==> src/rtl/acs_defs.svh <==
// Purpose: Constants for the converter sequencer (sizes, fields, resets, timing).
// Assumes: Core clock of 10 MHz on ref_clk.
// Notes:   Included by the package and by the design modules.
`ifndef ACS_DEFS_SVH
`define ACS_DEFS_SVH

// ----------------------------------------------------------------------------
// Sizes
// ----------------------------------------------------------------------------
`define ACS_NUM_CH          4
`define ACS_CH_W            2
`define ACS_RES_W           8
`define ACS_DIV_W           6
`define ACS_WARM_W          16

// ----------------------------------------------------------------------------
// Reset values and encodings
// ----------------------------------------------------------------------------
`define ACS_DIV_RESET       6'h3F
`define ACS_MODE_SINGLE     2'h0
`define ACS_MODE_SCAN       2'h1

// ----------------------------------------------------------------------------
// Status flag bit positions
// ----------------------------------------------------------------------------
`define ACS_FLAG_CONV       0
`define ACS_FLAG_CYCLE      1
`define ACS_FLAG_TIMER      2
`define ACS_FLAG_OVR        3

// ----------------------------------------------------------------------------
// Timing
// ----------------------------------------------------------------------------
`define ACS_CLK_PERIOD_NS   100
`define ACS_START_DELAY_NS  20000
`define ACS_START_DELAY_CYC ((`ACS_START_DELAY_NS + `ACS_CLK_PERIOD_NS - 1) / `ACS_CLK_PERIOD_NS)

`endif

==> src/rtl/acs_pkg.sv <==
// Purpose: Types shared by the converter sequencer modules.
// Assumes: acs_defs.svh supplies all widths except the phase, mode, enable and flag fields.
// Notes:   State of each module is one packed struct.
`include "acs_defs.svh"

package acs_pkg;

    // ------------------------------------------------------------------------
    // Sequencer phases
    // ------------------------------------------------------------------------
    typedef enum logic [1:0] {ACS_IDLE, ACS_WARMUP, ACS_LAUNCH, ACS_BUSY} acs_phase_e;

    // Per-channel result buffer
    typedef struct packed {
        logic                   newData;
        logic [`ACS_RES_W-1:0]  value;
    } acs_result_s;

    // Static configuration bits from software
    typedef struct packed {
        logic                   moduleEnable;
        logic [1:0]             convModeField;
        logic                   repeatEnable;
        logic                   timerTriggerEnable;
        logic [3:0]             irqEnable;
    } acs_ctrl_s;

    // Divider state
    typedef struct packed {
        logic [`ACS_DIV_W-1:0]  div;
        logic [`ACS_DIV_W-1:0]  cnt;
        logic                   tick;
        logic                   convClk;
    } acs_div_state_s;

    // Sequencer state
    typedef struct packed {
        acs_phase_e                         phase;
        logic                               startBit;
        logic                               timerPend;
        logic                               lastTimer;
        logic                               curTimer;
        logic                               curScan;
        logic [`ACS_NUM_CH-1:0]             scanLeft;
        logic [`ACS_CH_W-1:0]               curCh;
        logic [`ACS_CH_W-1:0]               lastCh;
        logic                               warmed;
        logic [`ACS_WARM_W-1:0]             warmCnt;
        logic                               trigPrev;
        logic                               coreStart;
        logic [3:0]                         flags;
        acs_result_s [`ACS_NUM_CH-1:0]      results;
    } acs_seq_state_s;

endpackage

==> src/rtl/acs_sequencer.sv <==
// Purpose: Conversion sequencer for a four-input 8-bit converter core.
// Assumes: All inputs synchronous to ref_clk; pulses last one cycle.
// Notes:   Core handshake is exchanged on the divided converter tick.
`timescale 1ns/100ps
`default_nettype none
`include "acs_defs.svh"

// How it works
// - Reset returns all control and status to defaults, flags cleared.
// - Reset loads the slowest clock division.
// - Converter clock is core clock divided by field plus one.
// - First conversion after reset waits a start-up delay.
// - Clearing module enable halts all conversion activity.
// - Stop clears start, aborts running and discards pending conversions.
// - Stop also kills timer work but keeps timer trigger enabled.
// - Clearing timer enable drops pending timer work, running one completes.
// - Four event flags, each with an enable, feed one interrupt.
// - Interrupt is a level while any enabled flag is set.
// - Single mode converts the addressed channel and marks new data.
// - Scan converts selected channels ascending; one-shot clears start at begin.
// - Each scanned channel sets done flag; cycle flag at the end.
// - Scan lasts channels times conversion time, repeats same selection.
// - Last converted channel is reported in single modes.
// - Unread result overwritten by new one sets overrun flag.
// - Timer conversion launches on trigger rising edge.
// - Timer and software requests interleave, each waits for the other.
// - Mode 00 is single channel, 01 is scan.
module acs_sequencer
(
    input  wire logic                               ref_clk,
    input  wire logic                               rst,
    input  wire acs_pkg::acs_ctrl_s                 ctrl,
    input  wire logic [`ACS_DIV_W-1:0]              clkDivField,
    input  wire logic                               startSet,
    input  wire logic                               stopReq,
    input  wire logic [3:0]                         flagClear,
    input  wire logic [`ACS_NUM_CH-1:0]             resultRead,
    input  wire logic [`ACS_CH_W-1:0]               swChannelField,
    input  wire logic [`ACS_CH_W-1:0]               timerChannelField,
    input  wire logic [`ACS_NUM_CH-1:0]             scanChannelBit,
    input  wire logic                               timerTriggerPulse,
    input  wire logic                               coreDone,
    input  wire logic [`ACS_RES_W-1:0]              coreResult,
    output logic                                    startStatus,
    output logic [3:0]                              convStatus,
    output logic                                    converterIrq,
    output acs_pkg::acs_result_s [`ACS_NUM_CH-1:0]  channelResult,
    output logic [`ACS_CH_W-1:0]                    lastChannel,
    output logic                                    coreStart,
    output logic [`ACS_CH_W-1:0]                    coreChannel,
    output logic                                    convClk
);
    import acs_pkg::*;

    localparam logic [`ACS_WARM_W-1:0] WarmLast = `ACS_WARM_W'(`ACS_START_DELAY_CYC - 1);

    acs_seq_state_s             s;
    acs_seq_state_s             next_s;
    logic                       tick;
    logic [3:0]                 irqTerm;
    logic                       trigRise;
    logic                       isScan;
    logic                       pickTimer;
    logic                       doneNow;

    // ------------------------------------------------------------------------
    // Converter clock
    // ------------------------------------------------------------------------
    acs_clk_div u_div
    (
        .ref_clk      (ref_clk),
        .rst          (rst),
        .moduleEnable (ctrl.moduleEnable),
        .clkDivField  (clkDivField),
        .tick         (tick),
        .convClk      (convClk)
    );

    // ------------------------------------------------------------------------
    // Helpers
    // ------------------------------------------------------------------------
    // Lowest selected channel of a scan mask
    function automatic logic [`ACS_CH_W-1:0] lowestCh(input logic [`ACS_NUM_CH-1:0] mask);
        logic [`ACS_CH_W-1:0] idx;
        idx = '0;
        for (int i = `ACS_NUM_CH - 1; i >= 0; i--)
        begin
            if (mask[i])
            begin
                idx = `ACS_CH_W'(i);
            end
        end
        return idx;
    endfunction

    // Decoded request terms
    assign trigRise  = timerTriggerPulse && !s.trigPrev;
    assign isScan    = (ctrl.convModeField == `ACS_MODE_SCAN);
    assign pickTimer = s.timerPend && (!s.startBit || isScan || !s.lastTimer);
    assign doneNow   = (s.phase == ACS_BUSY) && tick && coreDone;

    // ------------------------------------------------------------------------
    // Next state
    // ------------------------------------------------------------------------
    always_comb
    begin
        next_s = s;
        next_s.coreStart = 1'b0;
        next_s.trigPrev = timerTriggerPulse;

        // Software start is write-one-to-set
        if (startSet)
        begin
            next_s.startBit = 1'b1;
        end

        // Timer requests only in single mode, dropped when disabled
        if (ctrl.timerTriggerEnable && trigRise && !isScan)
        begin
            next_s.timerPend = 1'b1;
        end
        if (!ctrl.timerTriggerEnable)
        begin
            next_s.timerPend = 1'b0;
        end

        // Flags: clear first so a same-cycle event wins
        next_s.flags = s.flags & ~flagClear;
        for (int i = 0; i < `ACS_NUM_CH; i++)
        begin
            if (resultRead[i])
            begin
                next_s.results[i].newData = 1'b0;
            end
        end

        case (s.phase)
            ACS_IDLE:
            begin
                if (ctrl.moduleEnable && (s.startBit || s.timerPend))
                begin
                    if (!s.warmed)
                    begin
                        next_s.phase = ACS_WARMUP;
                        next_s.warmCnt = '0;
                    end
                    else if (isScan && s.startBit)
                    begin
                        next_s.curScan = 1'b1;
                        next_s.curTimer = 1'b0;
                        next_s.scanLeft = scanChannelBit;
                        if (!ctrl.repeatEnable)
                        begin
                            next_s.startBit = 1'b0;
                        end
                        if (scanChannelBit == '0)
                        begin
                            next_s.flags[`ACS_FLAG_CYCLE] = 1'b1;
                        end
                        else
                        begin
                            next_s.curCh = lowestCh(scanChannelBit);
                            next_s.phase = ACS_LAUNCH;
                        end
                    end
                    else if (pickTimer && !isScan)
                    begin
                        next_s.curScan = 1'b0;
                        next_s.curTimer = 1'b1;
                        next_s.timerPend = 1'b0;
                        next_s.curCh = timerChannelField;
                        next_s.phase = ACS_LAUNCH;
                    end
                    else if (s.startBit && !isScan)
                    begin
                        next_s.curScan = 1'b0;
                        next_s.curTimer = 1'b0;
                        next_s.curCh = swChannelField;
                        if (!ctrl.repeatEnable)
                        begin
                            next_s.startBit = 1'b0;
                        end
                        next_s.phase = ACS_LAUNCH;
                    end
                end
            end

            ACS_WARMUP:
            begin
                next_s.warmCnt = s.warmCnt + 1'b1;
                if (s.warmCnt >= WarmLast)
                begin
                    next_s.warmed = 1'b1;
                    next_s.phase = ACS_IDLE;
                end
            end

            ACS_LAUNCH:
            begin
                if (tick)
                begin
                    next_s.coreStart = 1'b1;
                    next_s.phase = ACS_BUSY;
                end
            end

            ACS_BUSY:
            begin
                if (tick && coreDone)
                begin
                    // Store result; unread data is overwritten with overrun
                    if (s.results[s.curCh].newData && !resultRead[s.curCh])
                    begin
                        next_s.flags[`ACS_FLAG_OVR] = 1'b1;
                    end
                    next_s.results[s.curCh].value = coreResult;
                    next_s.results[s.curCh].newData = 1'b1;
                    next_s.lastTimer = s.curTimer;
                    if (s.curTimer)
                    begin
                        next_s.flags[`ACS_FLAG_TIMER] = 1'b1;
                    end
                    else
                    begin
                        next_s.flags[`ACS_FLAG_CONV] = 1'b1;
                    end
                    if (!s.curScan)
                    begin
                        next_s.lastCh = s.curCh;
                    end
                    next_s.phase = ACS_IDLE;
                    if (s.curScan)
                    begin
                        next_s.scanLeft[s.curCh] = 1'b0;
                        if ((s.scanLeft & ~(`ACS_NUM_CH'(1) << s.curCh)) != '0)
                        begin
                            next_s.curCh = lowestCh(s.scanLeft & ~(`ACS_NUM_CH'(1) << s.curCh));
                            next_s.phase = ACS_LAUNCH;
                        end
                        else
                        begin
                            next_s.flags[`ACS_FLAG_CYCLE] = 1'b1;
                            next_s.curScan = 1'b0;
                        end
                    end
                end
            end

            default:
            begin
                next_s.phase = ACS_IDLE;
            end
        endcase

        // Stop aborts everything except a start-up delay and leaves the timer enable alone
        if (stopReq)
        begin
            next_s.startBit = 1'b0;
            next_s.timerPend = 1'b0;
            next_s.curScan = 1'b0;
            next_s.coreStart = 1'b0;
            if (s.phase != ACS_WARMUP)
            begin
                next_s.phase = ACS_IDLE;
            end
        end

        // Disabled module halts all activity
        if (!ctrl.moduleEnable)
        begin
            next_s.phase = ACS_IDLE;
            next_s.startBit = 1'b0;
            next_s.timerPend = 1'b0;
            next_s.curScan = 1'b0;
            next_s.coreStart = 1'b0;
        end
    end

    // ------------------------------------------------------------------------
    // Registers
    // ------------------------------------------------------------------------
    // Everything to defaults on reset
    always_ff @(posedge ref_clk or posedge rst)
    begin
        if (rst)
        begin
            s <= '0;
        end
        else
        begin
            s <= next_s;
        end
    end

    // ------------------------------------------------------------------------
    // Outputs
    // ------------------------------------------------------------------------
    // Per-flag interrupt terms
    genvar g;
    generate
        for (g = 0; g < 4; g++)
        begin : gen_irq
            assign irqTerm[g] = s.flags[g] && ctrl.irqEnable[g];
        end
    endgenerate

    assign converterIrq  = |irqTerm;
    assign startStatus   = s.startBit;
    assign convStatus    = s.flags;
    assign channelResult = s.results;
    assign lastChannel   = s.lastCh;
    assign coreStart     = s.coreStart;
    assign coreChannel   = s.curCh;

    // ------------------------------------------------------------------------
    // Checks
    // ------------------------------------------------------------------------
    irq_level_a : assert property (@(posedge ref_clk) disable iff (rst)
        (s.flags[`ACS_FLAG_OVR] && ctrl.irqEnable[`ACS_FLAG_OVR]) |-> converterIrq)
        else $error("interrupt low while enabled overrun flag set");

    stop_abort_a : assert property (@(posedge ref_clk) disable iff (rst)
        (stopReq && s.phase == ACS_BUSY) |=> (s.phase == ACS_IDLE && !startStatus))
        else $error("stop did not abort conversion");

    stop_timer_a : assert property (@(posedge ref_clk) disable iff (rst)
        stopReq |=> !s.timerPend)
        else $error("timer request survived stop");

    timer_clear_a : assert property (@(posedge ref_clk) disable iff (rst)
        !ctrl.timerTriggerEnable |=> !s.timerPend)
        else $error("timer request kept after enable cleared");

    disable_halt_a : assert property (@(posedge ref_clk) disable iff (rst)
        !ctrl.moduleEnable |=> (s.phase == ACS_IDLE && !coreStart))
        else $error("activity while module disabled");

    warm_quiet_a : assert property (@(posedge ref_clk) disable iff (rst)
        (s.phase == ACS_WARMUP) |-> (!coreStart && s.warmCnt <= WarmLast))
        else $error("conversion during start-up delay");

    launch_busy_a : assert property (@(posedge ref_clk) disable iff (rst)
        coreStart |-> (s.phase == ACS_BUSY) ##1 !coreStart)
        else $error("core start without busy phase");

    overrun_set_a : assert property (@(posedge ref_clk) disable iff (rst)
        (doneNow && s.results[s.curCh].newData && !resultRead[s.curCh])
            |=> convStatus[`ACS_FLAG_OVR])
        else $error("overrun not flagged");

    result_store_a : assert property (@(posedge ref_clk) disable iff (rst)
        doneNow |=> (channelResult[$past(s.curCh)].value == $past(coreResult)
                     && channelResult[$past(s.curCh)].newData))
        else $error("result not stored with new data");

    last_ch_a : assert property (@(posedge ref_clk) disable iff (rst)
        (doneNow && !s.curScan) |=> lastChannel == $past(s.curCh))
        else $error("last channel not updated");

endmodule
`default_nettype wire

==> src/rtl/acs_clk_div.sv <==
// Purpose: Converter clock divider, core clock divided by field plus one.
// Assumes: Divider field is only changed while the module is disabled.
// Notes:   tick marks the converter clock edge in the core clock domain.
`timescale 1ns/100ps
`default_nettype none
`include "acs_defs.svh"

module acs_clk_div
(
    input  wire logic                   ref_clk,
    input  wire logic                   rst,
    input  wire logic                   moduleEnable,
    input  wire logic [`ACS_DIV_W-1:0]  clkDivField,
    output logic                        tick,
    output logic                        convClk
);
    import acs_pkg::*;

    acs_div_state_s s;
    acs_div_state_s next_s;

    // ------------------------------------------------------------------------
    // Next state
    // ------------------------------------------------------------------------
    // Divisor follows the field while disabled, counts while enabled
    always_comb
    begin
        next_s = s;
        next_s.tick = 1'b0;
        if (!moduleEnable)
        begin
            next_s.div = clkDivField;
            next_s.cnt = '0;
        end
        else if (s.cnt == s.div)
        begin
            next_s.cnt = '0;
            next_s.tick = 1'b1;
        end
        else
        begin
            next_s.cnt = s.cnt + 1'b1;
        end
        next_s.convClk = (s.cnt <= (s.div >> 1)) && moduleEnable;
    end

    // ------------------------------------------------------------------------
    // Registers
    // ------------------------------------------------------------------------
    // Slowest division after reset
    always_ff @(posedge ref_clk or posedge rst)
    begin
        if (rst)
        begin
            s.div <= `ACS_DIV_RESET;
            s.cnt <= '0;
            s.tick <= 1'b0;
            s.convClk <= 1'b0;
        end
        else
        begin
            s <= next_s;
        end
    end

    assign tick = s.tick;
    assign convClk = s.convClk;

    // ------------------------------------------------------------------------
    // Checks
    // ------------------------------------------------------------------------
    div_load_a : assert property (@(posedge ref_clk) disable iff (rst)
        (!moduleEnable && !rst) |=> s.div == $past(clkDivField))
        else $error("divisor did not follow field while disabled");

    tick_space_a : assert property (@(posedge ref_clk) disable iff (rst)
        (tick && s.div != '0 && moduleEnable) |=> !tick)
        else $error("converter tick faster than divisor allows");

endmodule
`default_nettype wire

==> config.mk <==
export PLATFORM = sky130hd
export DESIGN_NAME = acs_sequencer
export DESIGN_NICKNAME = d
export VERILOG_FILES = /design/src/rtl/acs_pkg.sv /design/src/rtl/acs_sequencer.sv /design/src/rtl/acs_clk_div.sv
export VERILOG_INCLUDE_DIRS = /design/src /design/src/rtl
export SDC_FILE = /design/constraint.sdc
export NUM_CORES = 1
export LEC_CHECK = 0
export BUFFER_PORTS_ARGS = -buffer_cell sky130_fd_sc_hd__buf_2
export CAP_MARGIN = 10
export CORE_UTILIZATION = 42
export DETAILED_ROUTE_END_ITERATION = 6
export PLACE_DENSITY_LB_ADDON = 0.12
export SYNTH_ARGS = -nofsm -noshare
export SYNTH_HDL_FRONTEND = slang
export SYNTH_HIERARCHICAL = 1
export SYNTH_SLANG_ARGS = --single-unit
export TNS_END_PERCENT = 1
==> constraint.sdc <==
create_clock -name ref_clk -period 3.4 [get_ports ref_clk]
set_clock_uncertainty 0.2 [all_clocks]
set_input_delay 0.51 -clock ref_clk [delete_from_list [all_inputs] [get_ports ref_clk]]
set_output_delay 0.51 -clock ref_clk [all_outputs]
set_load 0.01 [all_outputs]
==> results_dict.tcl <==
set metrics [dict create \
    clk_latency_ns 0.34 \
    dp_hpwl_um 6930 \
    route.vias.total 3343 \
    syn_nets 504 \
    io_buffer_count 92 \
    synth.distinct_cells 58 \
    cts_buffers 9 \
    p_int_w 0.00182 \
    synth_flop_cell "dfrtp_1" \
    drive_gt1_share_pct 33.8 \
    cts_root_buf "clkbuf_16" \
    ir_drop_uv 241 \
    synthArstFlopShare_pct 100 \
    core_area_mm2 0.0109 \
    clockBufferDepth 2 \
    yosysTopAreaCell "dfrtp_1" \
    rrSetupSlack_ns 0.91 \
    reg2reg_to "s[45]" \
    max_stage_delay_ns 0.72 \
    hold_slack_ns 0.0208 \
    nNetsFinal 554 \
    p_clk_share_pct 36.7 \
    slew_headroom_pct 45.2 \
    crit_start "s[72]" \
    syn_avg_cell_area_um2 10.6 \
    post_cts_buffers 0 \
    drc 0 \
    leakage_nw 2.67 \
    slew_violations 0 \
    ys_warn_count 6 \
    period_needed_ns 2.49 \
    die_height_um 108 \
    gp_congestion 0.809 \
    rows 38 \
    rr_startpoint "s[72]" \
    first_global_vias 3162 \
    gr-total-overflow 0 \
    yosys-top-cells-area "dfrtp_1, mux2_2, buf_4" \
    worst_slew_pin_slew_ns 0.815 \
    antenna_left 0 \
    antenna_found_initial 0 \
    hp-class "in -> async" \
    worst-endpoint-arrival_ns 2.52 \
    ctsHoldBuffers 0 \
    cts_resized 0 \
    power_density_mw_per_mm2 489 \
    area_delta_synth_final_pct 12.0 \
    finalWirelength_um 9470 \
    rsz0062_at_grt "false" \
    h-tree-depth 3 \
    cpMaxStageDelayCell "o31ai_1" \
    start_util_pct 43.3 \
    worstPathRequired_ns 3.43 \
    pwr-share-comb_pct 15.1 \
    finalSetupViolCount 0 \
    total_power_w 0.00259 \
    fp.dieW_um 108 \
    viasPerCell 5.20 \
    fmax_mhz 402 \
    multi_input_area_mm2 0.00205 \
    p_sw_w 0.000776 \
    setup_ws_ns 0.914 \
    worstSetupEndpointType "register" \
    seq_area_mm2 0.00221 \
    synth_seq_cells 88 \
    synth_top_area_share_pct 43.3 \
    dieArea_mm2 0.0117 \
    clkSinkCount 88 \
    clk_pin_slew_ns 0.07 \
    worstSetupStartpointType "register" \
    grt_usage_pct 17.4 \
    synth_edf_count 0 \
    p_seq_share_pct 48.3 \
    period_share_pct 73.1 \
    synthesis.instances 448 \
    first_pass_iters 4 \
    switching_share_pct 29.9 \
    fillerInstances 1035 \
    cp_max_fo 11 \
    fin_area_mm2 0.00530 \
    drv_cap 0 \
    cpMostUsedCell "inv_1" \
    crit_chain "inv_1 -> ha_1 -> inv_1 -> o31ai_1 -> nand4_1 -> xor2_1 -> nor2_1" \
    crit_end "s[45]" \
    grt_pass1_wl_um 15700 \
    first_iter_violations 231 \
    wl_per_cell_um 14.7 \
    fin_setup_tns_ns 0 \
    reg2reg_depth 7 \
    n_antenna_cell 0 \
    place_area_mm2 0.00501 \
    finalHoldViolations 0 \
    ys_seq_area_share_pct 46.6 \
    synth_area_mm2 0.00474 \
    status "complete, no violations" \
    num_io_pins 93 \
    grt_max_degree 46 \
    tritoncts "yes" \
    path_class "reg -> reg" \
    post-place-ws_ns 0.923 \
]
worst min path at each step:
stage               slack, ns  depth (start not counted)   from             to
global placement         0.26                          1  s[68]  convStatus[0]
floorplan                0.19                          1    rst  u_div/convClk
finish                   0.02                          2    rst     u_div/s[6]
global route             0.07                          2    rst     u_div/s[3]
CTS                      0.04                          2    rst     u_div/s[3]
detailed placement       0.26                          1  s[68]  convStatus[0]
synth_stat cells, types with 5 or more instances:
library cell and count:
o21ai_0 19, and2_1 5, xor2_1 8, mux2_2 41, buf_2 6, inv_1 24
ha_1 11, nand3_1 19, nor2b_1 6, nand2b_1 6, nor3_1 9, xnor2_1 16
nand2_1 31, nor2_1 29, buf_4 44, a21oi_1 5, dfrtp_1 82, dfstp_2 6
critical path, delay by kind of cell (launching register included):
family                     cells  cell delay, ns
DFF                            1            0.41
xor gates and xnor gates       1            0.17
and+or+nand+nor                2            0.25
adders and majority gates      1            0.35
buffers and inverters          2            0.28
AOI/OAI and AO/OA              1            0.72
per-stage QoR:
stage | util, % | cells
3_5_place_dp | 45.8 | 627
6_report | 48.5 | 643
4_1_cts | 48.5 | 643
2_1_floorplan | - | 448
5_1_grt | 48.5 | 643
3_3_place_gp | 45.8 | 627
cells by family after synthesis:
| kind of cell | Yosys count | synth area share [%] |
|---|---|---|
| buf+inv | 79 | 10.1 |
| mux | 45 | 10.6 |
| xor+xnor | 24 | 4.44 |
| compound gates | 64 | 9.22 |
| fa+ha+maj | 11 | 2.91 |
| flops | 88 | 46.6 |
| simple gates | 137 | 16.1 |
cell type report:
type	instances	share of cell area [%]
repair buffers	94	9.20
inverters	24	1.70
clock inverters	7	1.23
multi-input cells	281	38.7
flip-flops and latches	88	41.7
well taps	140	3.30
clock buffers	9	4.25
power by group through the flow:
stage          Sequential [W]  Combinational, W  Clock (W)
2_1_floorplan         0.00122          0.000328          0
3_3_place_gp          0.00127          0.000389          0
3_5_place_dp          0.00127          0.000395          0
4_1_cts               0.00125          0.000397   0.000989
5_1_grt               0.00127          0.000446    0.00103
6_report              0.00125          0.000391   0.000951
placed cells by master, fill, tap and decap left out, types with 4 or more instances in the layout:
cell,n
and2_1,5
mux2_2,41
a21oi_1,5
a21boi_0,4
o211ai_1,4
nand2_1,31
nor2b_1,6
xnor2_1,16
nor2_1,29
mux2i_1,4
dfrtp_1,82
nand4_1,4
nand2b_1,6
o21ai_0,19
buf_2,92
a22o_1,4
inv_1,23
nand3_1,19
xor2_1,8
clkbuf_16,9
dfstp_2,6
nor3_1,9
ha_1,11
per-layer routing:
layer,share of wire [%],GRT usage [%],wire [um]
met1,47,24.3,4440
met2,47,27.4,4480
met3,4.8,3.19,452
met4,1.0,5.38,98
met5,0,0,0
No activity file was read; power rests on OpenSTA's default activity.
